**src/design/swpm_pkg.sv**
```systemverilog
// Purpose: shared constants and types of the single-wire push-pull master
// Assumes: 32-bit APB, one word per register
// Notes:   all register offsets are byte addresses
package swpm_pkg;
  // ----------------------------------------
  // register map
  // ----------------------------------------
  localparam int         ADDR_W   = 4;
  localparam logic [3:0] OFF_RATE = 4'h0;
  localparam logic [3:0] OFF_CTRL = 4'h4;
  localparam logic [3:0] OFF_STAT = 4'h8;
  localparam logic [3:0] OFF_DATA = 4'hC;
  // ----------------------------------------
  // field positions and reset values
  // ----------------------------------------
  localparam int              RATE_W       = 13;
  localparam logic [12:0]     RATE_RST     = 13'h0000;
  localparam int              CTRL_LONG    = 0;
  localparam int              CTRL_RIE     = 5;
  localparam int              ST_BUSY      = 0;
  localparam int              ST_OK        = 1;
  localparam int              ST_FAULT     = 2;
  localparam int              ST_FAIL      = 4;
  localparam int              ST_FULL      = 5;
  localparam logic [7:0]      DATA_RST     = 8'h00;
  // ----------------------------------------
  // timing counts, in time slots and ticks
  // ----------------------------------------
  localparam logic [3:0] TICK_MID       = 4'h7;
  localparam logic [3:0] TICK_LAST      = 4'hF;
  localparam logic [4:0] START_LAST     = 5'h02;
  localparam logic [4:0] PUSH_LAST      = 5'h11;
  localparam logic [4:0] PSYNC_LAST     = 5'h01;
  localparam logic [4:0] PULL_LAST      = 5'h07;
  localparam logic [4:0] LONG_LAST      = 5'h13;
  // ----------------------------------------
  // frame sequencer states
  // ----------------------------------------
  typedef enum logic [2:0] {
    ST_IDLE  = 3'b000,
    ST_START = 3'b001,
    ST_PUSH  = 3'b010,
    ST_PSYNC = 3'b011,
    ST_PULL  = 3'b100,
    ST_EOF   = 3'b101,
    ST_LONG  = 3'b110
  } swpm_state_t;
endpackage

```
**src/design/swpm_slot_if.sv**
```systemverilog
// Purpose: carries the slot timing between timer and sequencer
// Assumes: single clock domain
// Notes:   slot_end and mid are one-cycle pulses
interface swpm_slot_if;
  logic [12:0] divisor;
  logic        restart;
  logic        slot_end;
  logic        mid;
  modport timer (input divisor, input restart, output slot_end, output mid);
  modport user  (output divisor, output restart, input slot_end, input mid);
endinterface

```
**src/design/swpm_sync.sv**
```systemverilog
// Purpose: two-flop synchroniser for the receive pin
// Assumes: asynchronous input, idle level given by RST_VAL
// Notes:   only the second stage may be read outside
module swpm_sync #(
  parameter logic RST_VAL = 1'b1
) (
  input  wire logic clock,
  input  wire logic nrst,
  input  wire logic d,
  output logic      q
);
  logic meta_reg;

  always_ff @(posedge clock) begin
    if (!nrst) begin
      meta_reg <= RST_VAL;
      q        <= RST_VAL;
    end else begin
      meta_reg <= d;
      q        <= meta_reg;
    end
  end
endmodule

```
**src/design/swpm_slot_timer.sv**
```systemverilog
// Purpose: divides the module clock into ticks and time slots
// Assumes: divisor held stable during a frame
// Notes:   divisor of zero stops all ticks
module swpm_slot_timer (
  input  wire logic  clock,
  input  wire logic  nrst,
  swpm_slot_if.timer slot
);
  import swpm_pkg::*;

  logic [RATE_W-1:0] div_cnt_reg;
  logic [3:0]        tick_cnt_reg;
  wire               run  = (slot.divisor != '0);
  wire               tick = run && (div_cnt_reg == slot.divisor - 13'h0001);

  // ----------------------------------------
  // divider and slot counter
  // ----------------------------------------
  // rate from divisor
  always_ff @(posedge clock) begin
    if (!nrst || slot.restart || !run) begin
      div_cnt_reg <= '0;
    end else begin
      div_cnt_reg <= tick ? '0 : div_cnt_reg + 13'h0001;
    end
  end

  always_ff @(posedge clock) begin
    if (!nrst || slot.restart) begin
      tick_cnt_reg <= 4'h0;
    end else if (tick) begin
      tick_cnt_reg <= tick_cnt_reg + 4'h1;
    end
  end

  assign slot.mid      = tick && (tick_cnt_reg == TICK_MID);
  assign slot.slot_end = tick && (tick_cnt_reg == TICK_LAST);
endmodule

```
**src/design/swpm_top.sv**
```systemverilog
// Purpose: single-wire push-pull bus master with APB register access
// Assumes: one clock, synchronous active-low reset, zero-wait APB slave
// Notes:   pins are shared with the serial port; no pin direction logic here
//
// Overview of operation
// - each frame opens with three slots of dominant low
// - a Manchester zero sync bit follows the start
// - then five data bits and three address bits, Manchester coded
// - data byte: low five bits data, top three bits slave address
// - two slots after last address bit carry a Manchester one pull sync
// - slave answers NRZ, one bit per slot, stored into data byte
// - push bit spans two slots: zero is high-low, one is low-high
// - frame valid only if code not all ones or zeros and wave follows
// - all ones code and line stuck high marks a failed frame
// - master compares line with sent level during push
// - a push mismatch sets the line fault flag
// - receive path ignores the line during the push field
// - push on transmit pin, pull on receive pin
// - master may start any time (here only while idle; a DATA write while busy is ignored); address picks one of eight slaves
// - slot rate is module clock over sixteen times the divisor; zero stops
// - long low request drives the line low for twenty slots
// - interrupt when receive full and its enable are set
// - status read then data read clears only flags seen set
//
// Local design decisions: the register addresses and the APB slave port.
module swpm_top #(
  parameter int EOF_SLOTS = 4
) (
  input  wire logic                       clock,
  input  wire logic                       nrst,
  input  wire logic                       psel,
  input  wire logic                       penable,
  input  wire logic                       pwrite,
  input  wire logic [swpm_pkg::ADDR_W-1:0] paddr,
  input  wire logic [31:0]                pwdata,
  output logic      [31:0]                prdata,
  output logic                            pready,
  output logic                            pslverr,
  output logic                            push_out_pin,
  input  wire logic                       pull_in_pin,
  output logic                            irq
);
  import swpm_pkg::*;

  // ----------------------------------------
  // declarations
  // ----------------------------------------
  swpm_slot_if slot ();
  swpm_state_t          state_reg, state_next;
  logic [4:0]           slot_cnt_reg, slot_cnt_next;
  logic [RATE_W-1:0]    rate_divisor;
  logic                 rx_irq_enable;
  logic [8:0]           push_seq_reg;
  logic [7:0]           rx_shift_reg;
  logic [7:0]           data_low_byte;
  logic                 rx_full_flag, line_fault_flag;
  logic                 frame_ok_reg, frame_fail_reg;
  logic                 snap_full_reg, snap_fault_reg;
  logic                 prev_s_reg, toggle_reg, low_seen_reg;
  logic                 line_s;
  logic                 drive_next;
  logic [31:0]          rdata_next;

  function automatic logic [4:0] slot_limit(input swpm_state_t s);
    case (s)
      ST_START: slot_limit = START_LAST;
      ST_PUSH:  slot_limit = PUSH_LAST;
      ST_PSYNC: slot_limit = PSYNC_LAST;
      ST_PULL:  slot_limit = PULL_LAST;
      ST_EOF:   slot_limit = 5'(EOF_SLOTS - 1);
      ST_LONG:  slot_limit = LONG_LAST;
      default:  slot_limit = 5'h00;
    endcase
  endfunction

  function automatic logic uniform(input logic [7:0] b, input logic v);
    uniform = (b == {8{v}});
  endfunction

  // ----------------------------------------
  // helpers: timer and receive synchroniser
  // ----------------------------------------
  swpm_slot_timer u_timer (
    .clock (clock),
    .nrst  (nrst),
    .slot  (slot.timer)
  );

  // pull bits read from receive pin
  swpm_sync #(.RST_VAL(1'b1)) u_sync (
    .clock (clock),
    .nrst  (nrst),
    .d     (pull_in_pin),
    .q     (line_s)
  );

  // ----------------------------------------
  // APB decode
  // ----------------------------------------
  wire acc      = psel && penable;
  wire setup    = psel && !penable;
  wire hit      = (paddr == OFF_RATE) || (paddr == OFF_CTRL) ||
                  (paddr == OFF_STAT) || (paddr == OFF_DATA);
  wire wr_en    = acc && pwrite && hit;
  wire rd_stat  = acc && !pwrite && (paddr == OFF_STAT);
  wire rd_data  = acc && !pwrite && (paddr == OFF_DATA);
  wire idle     = (state_reg == ST_IDLE);
  // frame may be started whenever the sequencer is free
  wire frame_go = wr_en && (paddr == OFF_DATA) && idle;
  wire long_go  = wr_en && (paddr == OFF_CTRL) && pwdata[CTRL_LONG] && idle;

  assign pready       = 1'b1;
  assign pslverr      = acc && !hit;
  assign slot.divisor = rate_divisor;
  assign slot.restart = frame_go || long_go;

  // ----------------------------------------
  // line events
  // ----------------------------------------
  wire last_slot  = slot.slot_end && (slot_cnt_reg == slot_limit(state_reg));
  wire pushing    = (state_reg == ST_START) || (state_reg == ST_PUSH);
  // compare sent level with line mid slot
  wire fault_set  = slot.mid && pushing && (line_s != push_out_pin);
  // word moves to data byte at pull end
  wire full_set   = last_slot && (state_reg == ST_PULL);
  wire frame_done = last_slot && (state_reg == ST_EOF);
  // valid needs mixed code and square wave
  wire ok_now     = !uniform(data_low_byte, 1'b1) && !uniform(data_low_byte, 1'b0) &&
                    toggle_reg;
  // all ones with line stuck high
  wire fail_now   = uniform(data_low_byte, 1'b1) && !toggle_reg && !low_seen_reg;

  // ----------------------------------------
  // frame sequencer
  // ----------------------------------------
  always_comb begin
    state_next    = state_reg;
    slot_cnt_next = slot_cnt_reg;
    if (frame_go) begin
      state_next    = ST_START;
      slot_cnt_next = 5'h00;
    end else if (long_go) begin
      state_next    = ST_LONG;
      slot_cnt_next = 5'h00;
    end else if (last_slot) begin
      slot_cnt_next = 5'h00;
      case (state_reg)
        ST_START: state_next = ST_PUSH;
        ST_PUSH:  state_next = ST_PSYNC;
        ST_PSYNC: state_next = ST_PULL;
        ST_PULL:  state_next = ST_EOF;
        default:  state_next = ST_IDLE;
      endcase
    end else if (slot.slot_end) begin
      slot_cnt_next = slot_cnt_reg + 5'h01;
    end
  end

  // first half is the complement, second the bit
  always_comb begin
    case (state_reg)
      ST_START: drive_next = 1'b0;
      ST_PUSH:  drive_next = push_seq_reg[slot_cnt_reg[4:1]] ^ ~slot_cnt_reg[0];
      ST_PSYNC: drive_next = slot_cnt_reg[0];
      ST_LONG:  drive_next = 1'b0;
      default:  drive_next = 1'b1;
    endcase
  end

  always_ff @(posedge clock) begin
    if (!nrst) begin
      state_reg    <= ST_IDLE;
      slot_cnt_reg <= 5'h00;
      push_out_pin <= 1'b1;
    end else begin
      state_reg    <= state_next;
      slot_cnt_reg <= slot_cnt_next;
      push_out_pin <= drive_next;
    end
  end

  // sync zero sent ahead of the byte
  always_ff @(posedge clock) begin
    if (!nrst) begin
      push_seq_reg <= 9'h000;
    end else if (frame_go) begin
      push_seq_reg <= {pwdata[7:0], 1'b0};
    end
  end

  // ----------------------------------------
  // pull receive and end-of-frame check
  // ----------------------------------------
  // shifter only listens during the pull data
  // NRZ bits, first one into bit 0
  always_ff @(posedge clock) begin
    if (!nrst) begin
      rx_shift_reg <= 8'h00;
    end else if (slot.mid && (state_reg == ST_PULL)) begin
      rx_shift_reg <= {line_s, rx_shift_reg[7:1]};
    end
  end

  always_ff @(posedge clock) begin
    if (!nrst) begin
      data_low_byte <= DATA_RST;
    end else if (full_set) begin
      data_low_byte <= rx_shift_reg;
    end
  end

  always_ff @(posedge clock) begin
    if (!nrst || frame_go) begin
      prev_s_reg   <= 1'b1;
      toggle_reg   <= 1'b0;
      low_seen_reg <= 1'b0;
    end else if (slot.mid && (state_reg == ST_EOF)) begin
      prev_s_reg   <= line_s;
      toggle_reg   <= toggle_reg || (line_s != prev_s_reg);
      low_seen_reg <= low_seen_reg || !line_s;
    end else if (slot.mid && (state_reg == ST_PULL)) begin
      prev_s_reg   <= line_s;
    end
  end

  always_ff @(posedge clock) begin
    if (!nrst || frame_go) begin
      frame_ok_reg   <= 1'b0;
      frame_fail_reg <= 1'b0;
    end else if (frame_done) begin
      frame_ok_reg   <= ok_now;
      frame_fail_reg <= fail_now;
    end
  end

  // ----------------------------------------
  // registers and flags
  // ----------------------------------------
  // divisor programmed by software
  always_ff @(posedge clock) begin
    if (!nrst) begin
      rate_divisor  <= RATE_RST;
      rx_irq_enable <= 1'b0;
    end else if (wr_en && (paddr == OFF_RATE)) begin
      rate_divisor  <= pwdata[RATE_W-1:0];
    end else if (wr_en && (paddr == OFF_CTRL)) begin
      rx_irq_enable <= pwdata[CTRL_RIE];
    end
  end

  // snapshot of flags seen at status read
  always_ff @(posedge clock) begin
    if (!nrst || rd_data) begin
      snap_full_reg  <= 1'b0;
      snap_fault_reg <= 1'b0;
    end else if (rd_stat) begin
      snap_full_reg  <= prdata[ST_FULL];
      snap_fault_reg <= prdata[ST_FAULT];
    end
  end

  // set wins over a clear in the same cycle
  always_ff @(posedge clock) begin
    if (!nrst) begin
      rx_full_flag    <= 1'b0;
      line_fault_flag <= 1'b0;
    end else begin
      rx_full_flag    <= full_set || (rx_full_flag && !(rd_data && snap_full_reg));
      line_fault_flag <= fault_set || (line_fault_flag && !(rd_data && snap_fault_reg));
    end
  end

  // read data captured in setup so it comes from a flop
  always_comb begin
    rdata_next = 32'h0000_0000;
    case (paddr)
      OFF_RATE: rdata_next[RATE_W-1:0] = rate_divisor;
      OFF_CTRL: rdata_next[CTRL_RIE]   = rx_irq_enable;
      OFF_STAT: begin
        rdata_next[ST_BUSY]  = !idle;
        rdata_next[ST_OK]    = frame_ok_reg;
        rdata_next[ST_FAULT] = line_fault_flag;
        rdata_next[ST_FAIL]  = frame_fail_reg;
        rdata_next[ST_FULL]  = rx_full_flag;
      end
      OFF_DATA: rdata_next[7:0] = data_low_byte;
      default:  rdata_next = 32'h0000_0000;
    endcase
  end

  always_ff @(posedge clock) begin
    if (!nrst) begin
      prdata <= 32'h0000_0000;
    end else if (setup) begin
      prdata <= rdata_next;
    end
  end

  assign irq = rx_full_flag && rx_irq_enable;
endmodule

```
**config.mk**
```make
export PLATFORM = sky130hd
export DESIGN_NAME = swpm_top
export DESIGN_NICKNAME = d
export VERILOG_FILES = /design/src/design/swpm_pkg.sv /design/src/design/swpm_slot_if.sv /design/src/design/swpm_sync.sv /design/src/design/swpm_slot_timer.sv /design/src/design/swpm_top.sv
export SDC_FILE = /design/constraint.sdc
export NUM_CORES = 1
export LEC_CHECK = 0
export ABC_CLOCK_PERIOD_IN_PS = 2650
export BUFFER_PORTS_ARGS = -buffer_cell sky130_fd_sc_hd__clkbuf_2
export CAP_MARGIN = 15
export CELL_PAD_IN_SITES_DETAIL_PLACEMENT = 1
export CELL_PAD_IN_SITES_GLOBAL_PLACEMENT = 2
export CORE_MARGIN = 2
export CORE_UTILIZATION = 30
export CTS_CLUSTER_DIAMETER = 40
export CTS_CLUSTER_SIZE = 25
export DETAILED_ROUTE_END_ITERATION = 16
export PLACE_DENSITY = 0.82
export RECOVER_POWER = 50
export SKIP_LAST_GASP = 1
export SYNTH_ARGS = -nofsm -noshare
export SYNTH_HDL_FRONTEND = slang
export SYNTH_SLANG_ARGS = --single-unit
```
**constraint.sdc**
```tcl
create_clock -name clock -period 2.65 [get_ports clock]
set_input_delay 0.3975 -clock clock [delete_from_list [all_inputs] [get_ports clock]]
set_output_delay 0.3975 -clock clock [all_outputs]
set_load 0.1 [all_outputs]
```
## Word level (Yosys, flattened, before mapping)

Cells that the tools add are included.

- Word-level logic and storage cells: 135
- Output and inout bits: 36
- Bits in registers: 88

- $lt $le $gt $ge: 1
- Add/sub/neg operators: 4
- Reduce and logical (&&, ||, !) cells: 71
- Muxes and demuxes: 16
- Bitwise operators: 4
- Eq/ne operators: 16

Operator list:

| kind | count |
|---|---|
| $logic_and 1x1->1 | 33 |
| $pmux 5 s6 | 1 |
| $add 13x1->13 const B | 1 |
| $eq 13x13->1 | 1 |
| $logic_not 1->1 | 13 |
| $logic_or 1x1->1 | 13 |
| $reduce_bool 13->1 | 1 |
| $sub 13x1->13 const B | 1 |
| $eq 4x4->1 const B | 3 |
| $pmux 3 s4 | 1 |
| $eq 3x3->1 const B | 3 |
| $pmux 3 s3 | 1 |
| $eq 4x3->1 const B | 2 |
| $eq 8x8->1 const B | 1 |
| $logic_not 8->1 | 1 |
| $eq 3x2->1 const B | 2 |
| $mux 3 | 2 |
| $pmux 1 s3 | 2 |
| $reduce_or 2->1 | 3 |
| $add 5x1->5 const B | 1 |
| $eq 5x5->1 | 1 |
| $lt 4x5->1 const B | 1 |
| $mux 5 | 1 |
| $add 4x1->4 const B | 1 |
| 15 further kinds | 22 |

## Logic depth before layout (Yosys ltp)

- Depth after elaboration: 12
- Depth in mapped cells: 12
- Gate-level depth less buffers: 9

## Cells and area by module

Synthesis repeated with hierarchy kept, for this count alone.

- Cells, all modules: 555
- Area total of the unflattened synthesis: 4620.7 um^2

Modules (own cells, without submodules):

| module | area each (um^2) | cells an instance | instances |
|---|---|---|---|
| swpm_top | 3305.7 | 392 | 1 |
| swpm_slot_timer | 1262.5 | 159 | 1 |
| swpm_sync | 52.6 | 4 | 1 |

## Worst setup path after synthesis

Ideal clock, no wire load.

- Kind: flip-flop to flip-flop
- From: register rate_divisor[0]
- To: register slot_cnt_reg[2]
- Path slack: -0.092 ns
- Required time: 2.578 ns
- Period minus slack after synthesis: 2.742 ns
- Buffers on the path: 2
- Stages on the path, launching flop included: 12
- Arrival time: 2.670 ns
- Cells stage by stage: dfxtp_1 clkbuf_1 inv_1 ha_1 clkbuf_1 nand3_1 a221oi_1 a41oi_1 a2111oi_4 nand2_2 or4_1 a21oi_1

- Word-level cells in the longest chain between the ends: 6
- Elaborated cells on any way between the ends: 7
- Classes of those cells: add/sub: 1; eq/ne: 1; reduce/logical: 5

Ends and longest elaborated chain:

| element | line | RTL |
|---|---|---|
| start, declared | swpm_top.sv:51 | `logic [RATE_W-1:0] rate_divisor;` |
| start signal, assigned | swpm_top.sv:245 | `rate_divisor <= pwdata[RATE_W-1:0];` |
| $sub 13x1->13 | swpm_slot_timer.sv:14 | `wire tick = run && (div_cnt_reg == slot.divisor - 13'h0001);` |
| $eq 13x13->1 | swpm_slot_timer.sv:14 |  |
| $logic_and 1x1->1 * | swpm_slot_timer.sv:14 |  |
| $logic_and 1x1->1 * | swpm_slot_timer.sv:37 | `assign slot.slot_end = tick && (tick_cnt_reg == TICK_LAST);` |
| $logic_and 1x1->1 | swpm_top.sv:120 | `wire last_slot = slot.slot_end && (slot_cnt_reg == slot_limit(state_reg));` |
| $reduce_or 4->1 (no line) | n/a |  |
| end signal, assigned | swpm_top.sv:177 | `slot_cnt_reg <= slot_cnt_next;` |
| end, declared | swpm_top.sv:50 | `logic [4:0] slot_cnt_reg, slot_cnt_next;` |

Every way passes the cells marked *; elsewhere a longest branch is shown, timed or not.
A chain may end at the register's enable or synchronous reset.

## Final worst setup path

- From: register rate_divisor[0]
- To: register data_low_byte[0]

- Word-level cells in the longest chain between the ends: 6
- Elaborated cells on any way between the ends: 7
- Classes of those cells: add/sub: 1; eq/ne: 1; reduce/logical: 5

Ends and longest elaborated chain:

| element | line | RTL |
|---|---|---|
| $sub 13x1->13 | swpm_slot_timer.sv:14 |  |
| $eq 13x13->1 | swpm_slot_timer.sv:14 |  |
| $logic_and 1x1->1 * | swpm_slot_timer.sv:14 |  |
| $logic_and 1x1->1 * | swpm_slot_timer.sv:37 |  |
| $logic_and 1x1->1 * | swpm_top.sv:120 |  |
| $logic_and 1x1->1 * | swpm_top.sv:125 | `wire full_set = last_slot && (state_reg == ST_PULL);` |
| end signal, assigned | swpm_top.sv:208 | `data_low_byte <= rx_shift_reg;` |
| end, declared | swpm_top.sv:55 | `logic [7:0] data_low_byte;` |

Marked as above.

==> results.py <==
metrics = {
    "detailed_routing": {
        "drt-total-wl_mm": 14.4,
        "dr_total_vias": 4307,
        "drt_iter0_drc": 142,
        "route.detailed.drc": 0,
        "dr.pass1.iters": 4,
        "viasPerCell": 5.01,
        "routedWlPerCell_um": 16.8,
        "antenna_left": 0,
    },
    "floorplan": {
        "rows": 46,
        "die_w_um": 131,
        "dieArea_um2": 17000,
        "die_h_um": 131,
        "io_pins": 78,
        "initial_core_util": 0.305,
        "core_area_um2": 15800,
    },
    "yosys": {
        "synth_largest_area_cell": "dfxtp_1",
        "synth_edf_count": 0,
        "synth-async-reset-ratio": 0,
        "synth_seq_cells": 88,
        "netlist_instances": 570,
        "avgSynthCellArea_um2": 8.43,
        "netlist.area_leader.share": 0.367,
        "ys.flop_type": "dfxtp_1",
        "ys_seq_area_frac": 0.367,
        "yosys_warnings": 0,
        "yosys.cell_types.count": 63,
        "synth_area_leaders": "dfxtp_1 37%, mux2i_1 6.9%, nand2_1 6.1%, a21boi_0 3.9%, nor2_1 3.4%",
        "synth_area_um2": 4800,
    },
    "cts": {
        "cts.clk_slew.worst_paths_ns": 0.06,
        "clk_latency_ns": 0.35,
        "tritoncts": "yes",
        "clock-root-buffer": "clkbuf_16",
        "cts_sinks": 88,
        "cts_buffer_depth": 2,
        "cts_buffers": 9,
        "ctsHoldBuffers": 0,
        "h-tree-depth": 3,
    },
    "setup_path": {
        "cp_data_required_time_ns": 2.89,
        "cp-end-kind": "register",
        "path_class": "register to register",
        "r2r_cells": 11,
        "reg2reg_to": "data_low_byte[0]",
        "critPathLaunchType": "register",
        "critPathMaxFanout": 6,
        "worstPathArrival_ns": 2.90,
        "rrSetupSlack_ns": -0.01,
        "r2r_start": "rate_divisor[0]",
    },
    "grt": {
        "grt_pass1_vias": 4603,
        "grt-ovfl-total": 0,
        "globalRouteTotalUtil": 0.175,
        "grt_pass1_wl_mm": 23.3,
        "antenna_found_initial": 0,
        "grt_max_degree": 63,
    },
    "min_path": {
        "hp-class": "input port to register",
        "hold_depth": 2,
        "worstHoldStart": "pull_in_pin",
        "hold_end": "u_sync.meta_reg",
    },
    "timing": {
        "hold_violations": 0,
        "fin_crit_ns": 2.66,
        "finalClockSkew_ns": 0.00823,
        "holdWs_ns": 0.232,
        "final_max_slew_viol_count": 0,
        "fin_ws_ns": -0.0126,
        "fmax_mhz": 376,
        "final-setup-viol-count": 5,
        "grt_setup_unrepaired": "yes",
        "worst_pin_slew_ns": 1.20,
        "period_share": 1.00,
        "slew_headroom": 0.206,
    },
    "pwr": {
        "ir_drop_mv": 0.267,
        "pwr-share-clk": 0.441,
        "netSwitchingFraction": 0.271,
        "pwr-share-comb": 0.100,
        "p_leak_uw": 0.00231,
        "seqPwrFrac": 0.459,
        "pwr_density_cell_nw_per_um2": 497,
        "p_sw_uw": 791,
        "p_int_uw": 2130,
    },
    "placed_design": {
        "portBuffers": 38,
        "place_area_um2": 5370,
        "globalplace.congestion": 0.825,
        "post-dp-hpwl_mm": 10.3,
    },
    "finish": {
        "multi_input_area_um2": 2910,
        "drive_gt1_frac": 0.205,
        "layout_commonest_cell": "dfxtp_1",
        "post-route-util": 0.373,
        "nets": 685,
        "final_cell_mix": "84 x dfxtp_1, 78 x nand2_1, 44 x buf_4, 43 x nor2_1, 31 x mux2i_1",
        "syn_to_final_growth_pct": 22.3,
        "fin_area_um2": 5870,
        "nFillCells": 1920,
        "diodes": 0,
        "seqCellArea_um2": 1770,
    },
    "status": {
        "outcome": "finished, violations left",
        "violations": "negative setup slack",
    },
    "flow_run": {
        "max-cap-violations": 0,
    },
}
[layout make-up]
| class | instances | area share |
|---|---|---|
| Multi-Input combinational cell | 440 | 0.496 |
| Sequential cell | 88 | 0.301 |
| Timing Repair Buffer | 91 | 0.0999 |
| Clock buffer | 13 | 0.0477 |
| Tap cell | 216 | 0.0460 |
| Clock inverter | 3 | 0.00405 |
| Inverter | 8 | 0.00554 |
[metrics by stage]
stage               setup slack [ns]  power (uW)  std cells  setup TNS (ns)
floorplan                    0.00822        1620        588               0
global placement            -0.00760        1660        827         -0.0100
detailed placement           -0.0918        1660        827          -0.887
CTS                          0.00660        2950        853               0
global route                  -0.147        3020        859           -1.73
finish                       -0.0126        2920        859         -0.0382
[what timing repair did]
| item | in CTS | in global routing |
|---|---|---|
| pin swaps | 7 | 11 |
| endpoints found under the setup margin | 19 | 28 |
| cloned | 1 | 1 |
| setup buffers | 9 | 5 |
| resized for setup | 15 | 17 |
[synth_stat cells, types with 5 or more instances]
cell	number
clkbuf_1	26
a21oi_1	14
nor2_1	43
dfxtp_1	88
nand2b_1	10
a221oi_1	5
a21boi_0	25
and2_1	11
or2_2	5
nand2_1	78
inv_1	8
xor2_1	16
or4_1	8
mux2i_1	33
nor4_1	5
buf_4	21
nor3b_1	7
xnor2_1	11
ha_1	5
nor3_1	8
o21ai_0	16
and3_1	9
nor2b_1	22
nand4_1	7
nand3_1	25
[cell families after synthesis]
kind of cell,after synthesis,share of synthesized area
AOI/OAI and AO/OA,92,0.140
xor gates and xnor gates,27,0.0492
adders and majority gates,5,0.0130
buffers and inverters,61,0.0659
DFF,88,0.367
muxes,38,0.0852
other,2,0.00156
and+or+nand+nor,257,0.279
[critical path: stages, from the launching register on]
cell and delay [ns]:
dfxtp_2 0.34, buf_4 0.16, or2_2 0.33, o41ai_4 0.36, nand4_2 0.16, a2111oi_4 0.30, buf_4 0.21, buf_6 0.09
nand4_1 0.17, buf_6 0.21, mux2i_2 0.16, nor2b_1 0.06
[worst max-delay path by stage]
stage / start / to / slack (ns) / cells after the start
floorplan: rate_divisor[3] / slot_cnt_reg[2] / 0.008 / 8
global placement: rate_divisor[0] / line_fault_flag / -0.008 / 11
detailed placement: rate_divisor[5] / u_timer.tick_cnt_reg[3] / -0.09 / 8
CTS: rate_divisor[5] / state_reg[1] / 0.007 / 8
global route: rate_divisor[5] / data_low_byte[0] / -0.15 / 10
finish: rate_divisor[0] / data_low_byte[0] / -0.01 / 11
[power groups by stage]
stage | Sequential (uW) | Combinational (uW) | Clock (uW)
after global routing | 1340 | 308 | 1380
after floorplan | 1380 | 235 | 0
after detailed placement | 1370 | 291 | 0
after global placement | 1370 | 288 | 0
after CTS | 1340 | 294 | 1320
final | 1340 | 292 | 1290
[layer usage]
metal,up-vias,GRT usage,wire [um]
met5,-,0,0
met4,0,0.0695,275
met3,22,0.0244,337
met2,58,0.309,7310
met1,2134,0.216,6480
li1,2093,-,-
Power figures use the tool's default switching activity.
